## config.mk

```make
export PLATFORM = sky130hd
export DESIGN_NAME = limit_alert_sequence_dac_regs
export DESIGN_NICKNAME = d
export VERILOG_FILES = /design/src/logic/limit_alert_pkg.sv /design/src/logic/limit_alert_sequence_dac_regs.sv
export SDC_FILE = /design/constraint.sdc
export NUM_CORES = 1
export LEC_CHECK = 0
export BUFFER_PORTS_ARGS = -buffer_cell sky130_fd_sc_hd__clkbuf_2
export CAP_MARGIN = 40
export CELL_PAD_IN_SITES_DETAIL_PLACEMENT = 0
export CELL_PAD_IN_SITES_GLOBAL_PLACEMENT = 2
export CORE_UTILIZATION = 30
export CTS_BUF_LIST = sky130_fd_sc_hd__clkbuf_8
export DETAILED_ROUTE_END_ITERATION = 6
export GPL_TIMING_DRIVEN = 0
export HOLD_SLACK_MARGIN = 0.08
export PLACE_DENSITY_LB_ADDON = 0.1
export SYNTH_ARGS = -nofsm -noshare
export SYNTH_HDL_FRONTEND = slang
export SYNTH_SLANG_ARGS = --single-unit
```

## constraint.sdc

```tcl
create_clock -name sys_clk -period 1.8 [get_ports sys_clk]
set_input_delay 0.18 -clock sys_clk [delete_from_list [all_inputs] [get_ports sys_clk]]
set_output_delay 0.18 -clock sys_clk [all_outputs]
set_load 0.02 [all_outputs]
```

## src/logic/limit_alert_pkg.sv

```systemverilog
`default_nettype none
package limit_alert_pkg;
	localparam int DATA_W = 12;
	localparam int WADDR_W = 4;
	localparam int RADDR_W = 5;
	localparam int NUM_CH = 4;
	localparam int NUM_LIMITS = 8;

	// Register write addresses (read address is the same value, 5 bits)
	localparam logic [3:0] ADDR_ALERT = 4'h3;
	localparam logic [3:0] ADDR_AUX1_HI = 4'h4;
	localparam logic [3:0] ADDR_AUX1_LO = 4'h5;
	localparam logic [3:0] ADDR_BAT1_HI = 4'h6;
	localparam logic [3:0] ADDR_BAT1_LO = 4'h7;
	localparam logic [3:0] ADDR_BAT2_HI = 4'h8;
	localparam logic [3:0] ADDR_BAT2_LO = 4'h9;
	localparam logic [3:0] ADDR_TEMP_LO = 4'ha;
	localparam logic [3:0] ADDR_TEMP_HI = 4'hb;
	localparam logic [3:0] ADDR_SLAVE_SEQ = 4'hc;
	localparam logic [3:0] ADDR_MASTER_SEQ = 4'hd;
	localparam logic [3:0] ADDR_DAC = 4'he;

	// Reset values
	localparam logic [11:0] RST_ALERT = 12'h000;
	localparam logic [11:0] RST_LIMIT = 12'h000;
	localparam logic [11:0] RST_SEQ = 12'h000;
	localparam logic [11:0] RST_DAC = 12'h008;

	// Alert register fields
	localparam int ALERT_LO_POS = 0;
	localparam int ALERT_HI_POS = 4;
	localparam int ALERT_EN_POS = 8;

	// Output converter control fields
	localparam int DAC_RANGE_POS = 0;
	localparam int DAC_TYPE_POS = 2;
	localparam int DAC_PD_POS = 3;
	localparam int DAC_CODE_POS = 4;
	localparam int DAC_CODE_W = 8;

	// Converter channel codes of monitored channels
	localparam logic [3:0] CH_AUX1 = 4'h3;
	localparam logic [3:0] CH_BAT1 = 4'h6;
	localparam logic [3:0] CH_BAT2 = 4'h7;
	localparam logic [3:0] CH_TEMP1 = 4'h8;

	// Power management code that blocks the master sequence
	localparam logic [1:0] PM_ALWAYS_ON = 2'b10;

	typedef struct packed {
		logic valid;
		logic [3:0] chan;
		logic [11:0] data;
	} conv_result_t;

	typedef struct packed {
		logic en;
		logic [3:0] addr;
		logic [11:0] data;
	} reg_write_t;

	typedef struct packed {
		logic range_full;
		logic current_out;
		logic powerdown;
		logic [7:0] code;
	} dac_ctrl_t;
endpackage : limit_alert_pkg
`default_nettype wire

```

## src/logic/limit_alert_sequence_dac_regs.sv

```systemverilog
`timescale 1ns/10ps
`default_nettype none
module limit_alert_sequence_dac_regs #(
	parameter int DATA_W = limit_alert_pkg::DATA_W
) (
	// Clock and reset
	input wire logic sys_clk,
	input wire logic resetn,
	// Register access from the serial framing
	input wire limit_alert_pkg::reg_write_t reg_wr,
	input wire logic [4:0] rd_addr,
	output logic [11:0] rd_data,
	// Conversion results and power state
	input wire limit_alert_pkg::conv_result_t conv_in,
	input wire logic [1:0] adc_power_code,
	// Alert and sequencing
	output logic alert_out,
	output logic [11:0] slave_select,
	output logic [11:0] master_select,
	output logic master_seq_allowed,
	// Output converter control
	output var limit_alert_pkg::dac_ctrl_t dac_ctrl
);
	logic [11:0] alert_q;
	logic [11:0] alert_d;
	logic [DATA_W-1:0] limit_q [limit_alert_pkg::NUM_LIMITS];
	logic [11:0] slave_q;
	logic [11:0] master_q;
	logic [11:0] dac_q;
	logic [11:0] rd_data_q;
	logic [11:0] rd_data_d;
	logic alert_out_q;
	logic master_ok_q;
	logic [11:0] master_sel_q;

	// Write decode
	wire wr_alert = reg_wr.en && reg_wr.addr == limit_alert_pkg::ADDR_ALERT;
	wire wr_slave = reg_wr.en
		&& reg_wr.addr == limit_alert_pkg::ADDR_SLAVE_SEQ;
	wire wr_master = reg_wr.en
		&& reg_wr.addr == limit_alert_pkg::ADDR_MASTER_SEQ;
	wire wr_dac = reg_wr.en && reg_wr.addr == limit_alert_pkg::ADDR_DAC;
	wire wr_limit = reg_wr.en
		&& reg_wr.addr >= limit_alert_pkg::ADDR_AUX1_HI
		&& reg_wr.addr <= limit_alert_pkg::ADDR_TEMP_HI;
	wire [2:0] wr_limit_idx =
		3'(reg_wr.addr - limit_alert_pkg::ADDR_AUX1_HI);

	// Per-channel compare: limit slots and channel codes
	wire [3:0] ch_code [limit_alert_pkg::NUM_CH];
	wire [2:0] hi_idx [limit_alert_pkg::NUM_CH];
	wire [2:0] lo_idx [limit_alert_pkg::NUM_CH];
	assign ch_code[0] = limit_alert_pkg::CH_AUX1;
	assign ch_code[1] = limit_alert_pkg::CH_BAT1;
	assign ch_code[2] = limit_alert_pkg::CH_BAT2;
	assign ch_code[3] = limit_alert_pkg::CH_TEMP1;
	assign hi_idx[0] = 3'(limit_alert_pkg::ADDR_AUX1_HI - 4'h4);
	assign lo_idx[0] = 3'(limit_alert_pkg::ADDR_AUX1_LO - 4'h4);
	assign hi_idx[1] = 3'(limit_alert_pkg::ADDR_BAT1_HI - 4'h4);
	assign lo_idx[1] = 3'(limit_alert_pkg::ADDR_BAT1_LO - 4'h4);
	assign hi_idx[2] = 3'(limit_alert_pkg::ADDR_BAT2_HI - 4'h4);
	assign lo_idx[2] = 3'(limit_alert_pkg::ADDR_BAT2_LO - 4'h4);
	assign hi_idx[3] = 3'(limit_alert_pkg::ADDR_TEMP_HI - 4'h4);
	assign lo_idx[3] = 3'(limit_alert_pkg::ADDR_TEMP_LO - 4'h4);

	wire [3:0] set_lo;
	wire [3:0] set_hi;
	wire [3:0] ch_alarm;

	genvar c;
	generate
		for (c = 0; c < limit_alert_pkg::NUM_CH; c++) begin : g_ch
			wire hit = conv_in.valid && conv_in.chan == ch_code[c];
			wire [DATA_W-1:0] lo_lim = limit_q[lo_idx[c]];
			wire [DATA_W-1:0] hi_lim = limit_q[hi_idx[c]];
			if (c == 3) begin : g_temp
				// Temperature senses are inverted as the register defines
				assign set_lo[c] = hit && conv_in.data > lo_lim;
				assign set_hi[c] = hit && conv_in.data < hi_lim;
			end else begin : g_norm
				assign set_lo[c] = hit && conv_in.data < lo_lim;
				assign set_hi[c] = hit && conv_in.data > hi_lim;
			end
			// Channel drives alert only if enabled
			assign ch_alarm[c] = alert_q[limit_alert_pkg::ALERT_EN_POS + c]
				&& (alert_q[limit_alert_pkg::ALERT_LO_POS + c]
				|| alert_q[limit_alert_pkg::ALERT_HI_POS + c]);
		end
	endgenerate

	// Flag update: a set in the same cycle as a host write wins
	always_comb begin
		alert_d = wr_alert ? reg_wr.data : alert_q;
		alert_d[limit_alert_pkg::ALERT_LO_POS +: 4] =
			alert_d[limit_alert_pkg::ALERT_LO_POS +: 4] | set_lo;
		alert_d[limit_alert_pkg::ALERT_HI_POS +: 4] =
			alert_d[limit_alert_pkg::ALERT_HI_POS +: 4] | set_hi;
	end

	// Read mux, registered for the serial shifter
	always_comb begin
		rd_data_d = 12'h000;
		if (rd_addr[4] == 1'b0) begin
			unique case (rd_addr[3:0])
				limit_alert_pkg::ADDR_ALERT: rd_data_d = alert_q;
				limit_alert_pkg::ADDR_AUX1_HI,
				limit_alert_pkg::ADDR_AUX1_LO,
				limit_alert_pkg::ADDR_BAT1_HI,
				limit_alert_pkg::ADDR_BAT1_LO,
				limit_alert_pkg::ADDR_BAT2_HI,
				limit_alert_pkg::ADDR_BAT2_LO,
				limit_alert_pkg::ADDR_TEMP_LO,
				limit_alert_pkg::ADDR_TEMP_HI: begin
					rd_data_d = 12'(limit_q[3'(rd_addr[3:0] - 4'h4)]);
				end
				limit_alert_pkg::ADDR_SLAVE_SEQ: rd_data_d = slave_q;
				limit_alert_pkg::ADDR_MASTER_SEQ: rd_data_d = master_q;
				limit_alert_pkg::ADDR_DAC: rd_data_d = dac_q;
				default: rd_data_d = 12'h000;
			endcase
		end
	end

	wire master_ok = adc_power_code != limit_alert_pkg::PM_ALWAYS_ON;

	always_ff @(posedge sys_clk or negedge resetn) begin
		if (!resetn) begin
			alert_q <= limit_alert_pkg::RST_ALERT;
		end else begin
			alert_q <= alert_d;
		end
	end

	generate
		for (c = 0; c < limit_alert_pkg::NUM_LIMITS; c++) begin : g_lim
			always_ff @(posedge sys_clk or negedge resetn) begin
				if (!resetn) begin
					limit_q[c] <= DATA_W'(limit_alert_pkg::RST_LIMIT);
				end else if (wr_limit && wr_limit_idx == 3'(c)) begin
					limit_q[c] <= DATA_W'(reg_wr.data);
				end
			end
		end
	endgenerate

	// Masks and control keep every bit, unused ones as storage
	always_ff @(posedge sys_clk or negedge resetn) begin
		if (!resetn) begin
			slave_q <= limit_alert_pkg::RST_SEQ;
			master_q <= limit_alert_pkg::RST_SEQ;
			dac_q <= limit_alert_pkg::RST_DAC;
		end else begin
			if (wr_slave) begin
				slave_q <= reg_wr.data;
			end
			if (wr_master) begin
				master_q <= reg_wr.data;
			end
			if (wr_dac) begin
				dac_q <= reg_wr.data;
			end
		end
	end

	always_ff @(posedge sys_clk or negedge resetn) begin
		if (!resetn) begin
			rd_data_q <= 12'h000;
			alert_out_q <= 1'b0;
			master_ok_q <= 1'b0;
			master_sel_q <= 12'h000;
		end else begin
			rd_data_q <= rd_data_d;
			alert_out_q <= |ch_alarm;
			master_ok_q <= master_ok;
			master_sel_q <= master_ok ? master_q : 12'h000;
		end
	end

	assign rd_data = rd_data_q;
	assign alert_out = alert_out_q;
	assign slave_select = {slave_q[11:1], 1'b0};
	assign master_select = master_sel_q;
	assign master_seq_allowed = master_ok_q;
	wire dac_range = dac_q[limit_alert_pkg::DAC_RANGE_POS];
	wire dac_type = dac_q[limit_alert_pkg::DAC_TYPE_POS];
	wire dac_pd = dac_q[limit_alert_pkg::DAC_PD_POS];
	wire [7:0] dac_code = dac_q[limit_alert_pkg::DAC_CODE_POS +:
		limit_alert_pkg::DAC_CODE_W];
	assign dac_ctrl = '{dac_range, dac_type, dac_pd, dac_code};
endmodule : limit_alert_sequence_dac_regs
`default_nettype wire

```

==> flow_metrics.py, run 1 <==
metrics = {
    "floorplan": {
        "initial_core_util": 0.308,
        "core_area_sq_um": 31900,
        "ios": 92,
        "dieHeight_um": 183,
        "fp.dieW_um": 183,
        "rows": 65,
        "die_area_sq_um": 33400,
    },
    "finish": {
        "diodes": 0,
        "nFillCells": 3296,
        "drive_gt1_frac": 0.267,
        "fin_cells": 1486,
        "area_growth_pct": 17.5,
        "post-route-util": 0.362,
        "nets": 1176,
        "stdcell_area_sq_um": 11500,
    },
    "route": {
        "vias_per_cell": 4.86,
        "drtIter0Drc": 375,
        "drc": 0,
        "wl_um": 31500,
        "vias": 7215,
        "detail_route.first_pass.iterations": 4,
        "wl_per_cell_um": 21.2,
        "antenna_left": 0,
    },
    "yosys": {
        "yosysTopAreaCellShare": 0.431,
        "ys_ff_latch": 170,
        "ys_types": 50,
        "synthArstFlopShare": 1.00,
        "synth_ff_type": "dfrtp_1",
        "syn-num-nets": 1047,
        "yosysMostFrequentCell": "dfrtp_1",
        "synth_edf_count": 0,
        "yosysWarnings": 0,
        "ys_seq_area_frac": 0.434,
        "synth_area_leaders": "dfrtp_1 43%, ha_1 12%, mux2_2 8.1%",
        "syn_area_sq_um": 9810,
        "avgSynthCellArea_sq_um": 10.8,
        "post_synth_inst_count": 912,
        "yosysTopAreaCell": "dfrtp_1",
        "synthTopCellsByCount": "169 x dfrtp_1, 92 x ha_1, 90 x inv_1, 81 x nand2_1, 81 x o21ai_0",
    },
    "clock_network": {
        "clock_path_buffers": 2,
        "clock-sinks": 170,
        "cts-root-buf": "clkbuf_8",
        "cts_tree": "yes",
        "ctsHtreeMaxLevel": 4,
        "clk_latency_ns": 0.48,
        "cts_buffers": 17,
        "clkTransAtPathRegs_ns": 0.10,
    },
    "power_and_ir_drop": {
        "leakage_nw": 5.29,
        "power_frac_comb": 0.311,
        "clkPwrFrac": 0.252,
        "powerDensity_nw_per_um2": 1060,
        "ir_worst_vdd_uv": 449,
        "swShare": 0.340,
        "p_sw_mw": 4.15,
        "seq_power_share": 0.437,
        "internal-power_mw": 8.07,
    },
    "sta": {
        "fin_hold_ws_ns": 0.104,
        "finalSetupViolCount": 1,
        "clock_skew_ns": 0.0243,
        "post-route-period-util": 1.00,
        "timing.final.crit_period_ns": 1.80,
        "hold_violations": 0,
        "rsz0062_at_grt": "yes",
        "relSlewSlack": 0.483,
        "setup_ws_ns": -0.00152,
        "slew_violations": 0,
        "tightest_slew_ns": 0.776,
        "clock.fmax_mhz": 555,
    },
    "setup_path": {
        "crit_type": "reg -> reg",
        "critPathRequiredTime_ns": 2.15,
        "arrival_ns": 2.15,
        "timing.rr.end": "alert_q[3]",
        "endpoint_kind": "flip-flop",
        "reg2reg_depth": 7,
        "startpoint": "limit_q[13]",
        "start_kind": "flip-flop",
        "cpPeakStageDelay_ns": 0.43,
        "r2r-start": "limit_q[13]",
        "r2r_setup_slack_ns": -0.002,
        "path_max_fanout": 2,
        "cp_slowest_cell": "o41ai_4",
        "path_cells": "inv_2 > ha_4 > nor2b_1 > o211ai_1 > a211oi_2 > o41ai_4 > nand2_1",
    },
    "grt": {
        "antenna_found_initial": 0,
        "grt_max_degree": 100,
        "grt_pass1_vias": 7569,
        "grt_pass1_wl_um": 48200,
        "gr-total-overflow": 0,
        "track_usage": 0.199,
    },
    "placement": {
        "io_buffers": 88,
        "dp.cells": 1436,
        "hpwl_um": 24500,
        "gp_congestion": 0.778,
        "placed_area_sq_um": 10800,
    },
    "worst_hold_path": {
        "holdCritStartpoint": "conv_in[12]",
        "min_to": "alert_q[5]",
        "whs_path_depth": 4,
        "hold_path.class": "in -> reg",
    },
    "outcome": {
        "violations": "setup timing",
        "status": "finished, violations left",
    },
    "flow_run": {
        "maxCapViolations": 0,
    },
}
worst max path at each step:
stage / endpoint / slack [ns] / depth (start not counted)
after floorplan: alert_q[5] / 0.26 / 7
after global placement: limit_q[73] / -2.98 / 1
after detailed placement: alert_q[3] / -0.25 / 7
after CTS: alert_q[3] / -0.02 / 7
after global routing: alert_q[3] / -0.09 / 7
final: alert_q[3] / -0.002 / 7
cells by family after synthesis:
| group | count (synthesis) | synth area share |
|---|---|---|
| multiplexers | 113 | 0.160 |
| AO/OA/AOI/OAI | 194 | 0.122 |
| adder cells (fa/ha/maj) | 92 | 0.117 |
| buffers and inverters | 160 | 0.0752 |
| other | 1 | 0.000382 |
| AND/OR/NAND/NOR | 182 | 0.0912 |
| flip-flops | 170 | 0.434 |
power by group through the flow:
stage,registers (mW),clock network (mW),logic (mW)
finish,5.34,3.08,3.79
global route,5.45,3.32,4.29
CTS,5.35,3.17,3.80
detailed placement,5.42,0,3.73
global placement,5.42,0,3.69
floorplan,5.23,0,2.49
metrics by stage:
step | TNS, ns | setup WS [ns] | power [mW]
finish | -0.00152 | -0.00152 | 12.2
floorplan | 0 | 0.265 | 7.71
global route | -0.182 | -0.0924 | 13.1
CTS | -0.0225 | -0.0225 | 12.3
detailed placement | -1.10 | -0.249 | 9.15
global placement | -503.21 | -2.98 | 9.11
timing repair:
| action | 4_1_cts | 5_1_grt |
|---|---|---|
| setup buffers | 0 | 2 |
| pin swaps | 1 | 6 |
| hold buffers | 19 | 0 |
| endpoints found under the setup margin | 6 | 12 |
| hold endpoints to repair | 99 | 0 |
| gates resized for setup | 5 | 10 |
layout by cell type (no fill, tap or decap), drive strengths merged, types with 2 or more instances in the layout:
cell | synthesis | final
dfrtp | 169 | 169
clkbuf | 25 | 131
inv | 90 | 94
ha | 92 | 92
o21ai | 83 | 83
nand2 | 81 | 81
mux2 | 81 | 81
buf | 45 | 47
a21oi | 34 | 34
mux4 | 24 | 24
a22oi | 22 | 22
nor2 | 19 | 19
dlygate4sd3 | 0 | 19
nand4 | 16 | 16
nand3 | 15 | 15
a21o | 12 | 12
and2 | 12 | 12
a32o | 11 | 11
a211oi | 10 | 10
nand2b | 9 | 9
nor2b | 8 | 8
mux2i | 8 | 8
o211ai | 6 | 6
nand3b | 5 | 5
bufinv | 0 | 5
nor3 | 5 | 5
a211o | 4 | 4
or3 | 3 | 3
a31oi | 3 | 3
and3 | 2 | 2
or2 | 2 | 2
a2111oi | 2 | 2
o41ai | 2 | 2
clkinv | 0 | 2
flip-flops by register name, summed over array words and instances, names as in the netlist:
register            count
alert_q                12
dac_q                  12
master_seq_allowed      1
alert_out               1
limit_q                96
master_select          12
master_q               12
rd_data                12
slave_q                12
critical path, delay by kind of cell, from the launching register on:
kind	cells	cell delay (ns)
AOI/OAI and AO/OA	3	0.83
DFF	1	0.39
and+or+nand+nor	2	0.20
adders and majority gates	1	0.19
buffers and inverters	1	0.08
per-layer routing:
| metal | track usage | share of wire |
|---|---|---|
| met1 | 0.281 | 0.49 |
| met2 | 0.319 | 0.46 |
| met3 | 0.0286 | 0.037 |
| met4 | 0.0533 | 0.015 |
| met5 | 0 | 0 |
final cells by class:
type / instances / area, sq um / area share
sequential: 170 / 4260 / 0.369
clock buffer: 17 / 234 / 0.0203
clock inverter: 12 / 186 / 0.0162
tap: 435 / 544 / 0.0472
multi-input combinational: 582 / 4890 / 0.424
buffer: 70 / 403 / 0.0349
inverter: 90 / 338 / 0.0293
timing repair buffer: 110 / 682 / 0.0591
(Power assumes the default switching activity.)
==> inputs of run 2 (changes only) <==
- clock period: 1.8 -> 1.59 ns (I/O delays scaled with it)
==> run 2 against run 1 <==
The run still ends with setup timing left. Sequential share of layout area shrank 1.6 points. Combinational power grew 26%. Worst setup slack lost 0.23 ns. Clock skew shrank 0.0035 ns.
==> flow_metrics.py, run 2 (synthesis gave the netlist of run 1 again) <==
metrics = {
    "clock_network": {
        "clock_path_buffers": 2,
        "ctsHtreeMaxLevel": 4,
        "clock-sinks": 170,
        "cts-root-buf": "clkbuf_8",
        "clkTransAtPathRegs_ns": 0.11,
        "clk_latency_ns": 0.48,
        "cts_tree": "yes",
        "cts_buffers": 17,
    },
    "setup_path": {
        "worstSetupPathDepth": 7,
        "cp_slowest_cell": "o41ai_4",
        "r2r_setup_slack_ns": -0.23,
        "endpoint": "alert_q[3]",
        "critPathRequiredTime_ns": 1.94,
        "path_cells": "inv_2 > ha_4 > nor2b_1 > o211ai_1 > a211oi_2 > o41ai_4 > nand2_1",
        "crit_type": "reg -> reg",
        "path_max_fanout": 2,
        "cpLargestDelayFamily": "compound AO/OA/AOI/OAI gates",
        "arrival_ns": 2.17,
        "r2r-start": "limit_q[13]",
        "start_kind": "flip-flop",
        "cpPeakStageDelay_ns": 0.44,
        "path_buf_inv": 1,
        "endpoint_kind": "flip-flop",
        "reg2reg_depth": 7,
        "timing.rr.end": "alert_q[3]",
        "startpoint": "limit_q[13]",
    },
    "route": {
        "drc": 0,
        "detail_route.first_pass.iterations": 5,
        "antenna_left": 0,
        "vias_per_cell": 4.87,
        "wl_um": 31900,
        "vias": 7353,
        "drtIter0Drc": 344,
        "wl_per_cell_um": 21.1,
    },
    "floorplan": {
        "die_area_sq_um": 33400,
        "ios": 92,
        "dieHeight_um": 183,
        "fp.dieW_um": 183,
        "rows": 65,
        "core_area_sq_um": 31900,
        "initial_core_util": 0.308,
    },
    "sta": {
        "timing.final.crit_period_ns": 1.82,
        "finalSetupTns_ns": -0.365,
        "relSlewSlack": 0.487,
        "post-route-period-util": 1.14,
        "clock.fmax_mhz": 550,
        "slew_violations": 0,
        "hold_violations": 0,
        "tightest_slew_ns": 0.770,
        "rsz0062_at_grt": "yes",
        "setup_ws_ns": -0.229,
        "clock_skew_ns": 0.0209,
        "finalSetupViolCount": 4,
    },
    "power_and_ir_drop": {
        "ir_worst_vdd_uv": 518,
        "leakage_nw": 5.42,
        "powerDensity_nw_per_um2": 1190,
        "fin_total_pwr_mw": 14.3,
    },
    "finish": {
        "drive_gt1_frac": 0.327,
        "area_growth_pct": 22.7,
        "mostFrequentLayoutCells": "169 x dfrtp_1, 88 x clkbuf_2, 80 x nand2_1",
        "nets": 1200,
        "diodes": 0,
        "nFillCells": 3258,
        "largest_reg_flops": 96,
        "top_register": "limit_q",
        "fin_cells": 1510,
        "final_common_cell": "dfrtp_1",
        "stdcell_area_sq_um": 12000,
    },
    "grt": {
        "grt_pass1_vias": 7650,
        "gr-total-overflow": 0,
        "antenna_found_initial": 0,
        "track_usage": 0.200,
        "grt_pass1_wl_um": 48600,
        "grt_max_degree": 100,
    },
    "flow_run": {
        "maxCapViolations": 0,
    },
    "placement": {
        "io_buffers": 88,
        "dp.cells": 1436,
        "hpwl_um": 24500,
        "place_ws_ns": -0.438,
        "gp_congestion": 0.778,
        "placed_area_sq_um": 10800,
    },
    "outcome": {
        "status": "finished, violations left",
        "violations": "setup timing",
    },
    "worst_hold_path": {
        "hold_path.class": "in -> reg",
        "holdCritStartpoint": "reg_wr[12]",
    },
}
run 2: changes by cell type in the layout (fill, tap and decap cells not counted), moves of 5 or more:
cell / change
ha_4: +17
buf_4: +19
dlygate4sd3_1: +5
inv_1: -15
o21ai_0: -7
ha_1: -17
inv_2: +15
run 2: stage by stage:
stage	hold WS, ns	util
after detailed placement	0.228	0.340
after global routing	0.106	0.378
after global placement	0.430	0.339
after CTS	0.0804	0.370
after floorplan	-0.137	-
final	0.101	0.378
run 2: area by class of cell:
class,count,area [sq um],share of cell area
clock buffers,17,234,0.0194
plain buffers,70,402,0.0334
well taps,435,544,0.0452
clock inverters,12,186,0.0155
inverters,90,338,0.0281
repair buffers,134,875,0.0726
multi-input cells,582,5200,0.432
flip-flops and latches,170,4260,0.353
run 2: power by group:
part | switching, mW | internal (mW)
Combinational | 2.48 | 2.30
Sequential | 0.736 | 5.30
Clock | 1.66 | 1.82
Total | 4.87 | 9.43
run 2: metal layers:
layer / wire length (um) / track usage
met5: 0 / 0
met4: 484 / 0.0520
met1: 15800 / 0.282
met2: 14600 / 0.322
met3: 928 / 0.0290
run 2: worst reg2reg max path, delay by kind of cell (launching register included):
family	cells	cell delay (ns)
flip-flops	1	0.39
AND/OR/NAND/NOR	2	0.20
adder cells (fa/ha/maj)	1	0.19
AO/OA/AOI/OAI	3	0.84
buffers and inverters	1	0.08
run 2: how the worst min path moves through the flow:
| stage | slack (ns) | to | cells after the start |
|---|---|---|---|
| after CTS | 0.08 | limit_q[71] | 4 |
| after global routing | 0.11 | limit_q[61] | 4 |
| after detailed placement | 0.23 | slave_q[7] | 1 |
| after global placement | 0.43 | slave_q[4] | 2 |
| after floorplan | -0.14 | alert_out | 0 |
| final | 0.10 | limit_q[71] | 4 |
run 2: what timing repair did:
item	in CTS	in global routing
endpoints found under the setup margin	8	18
buffers inserted	15	6
resized for setup	42	35
endpoints found under the hold margin	103	0
hold buffers	24	0
pin swaps	25	22
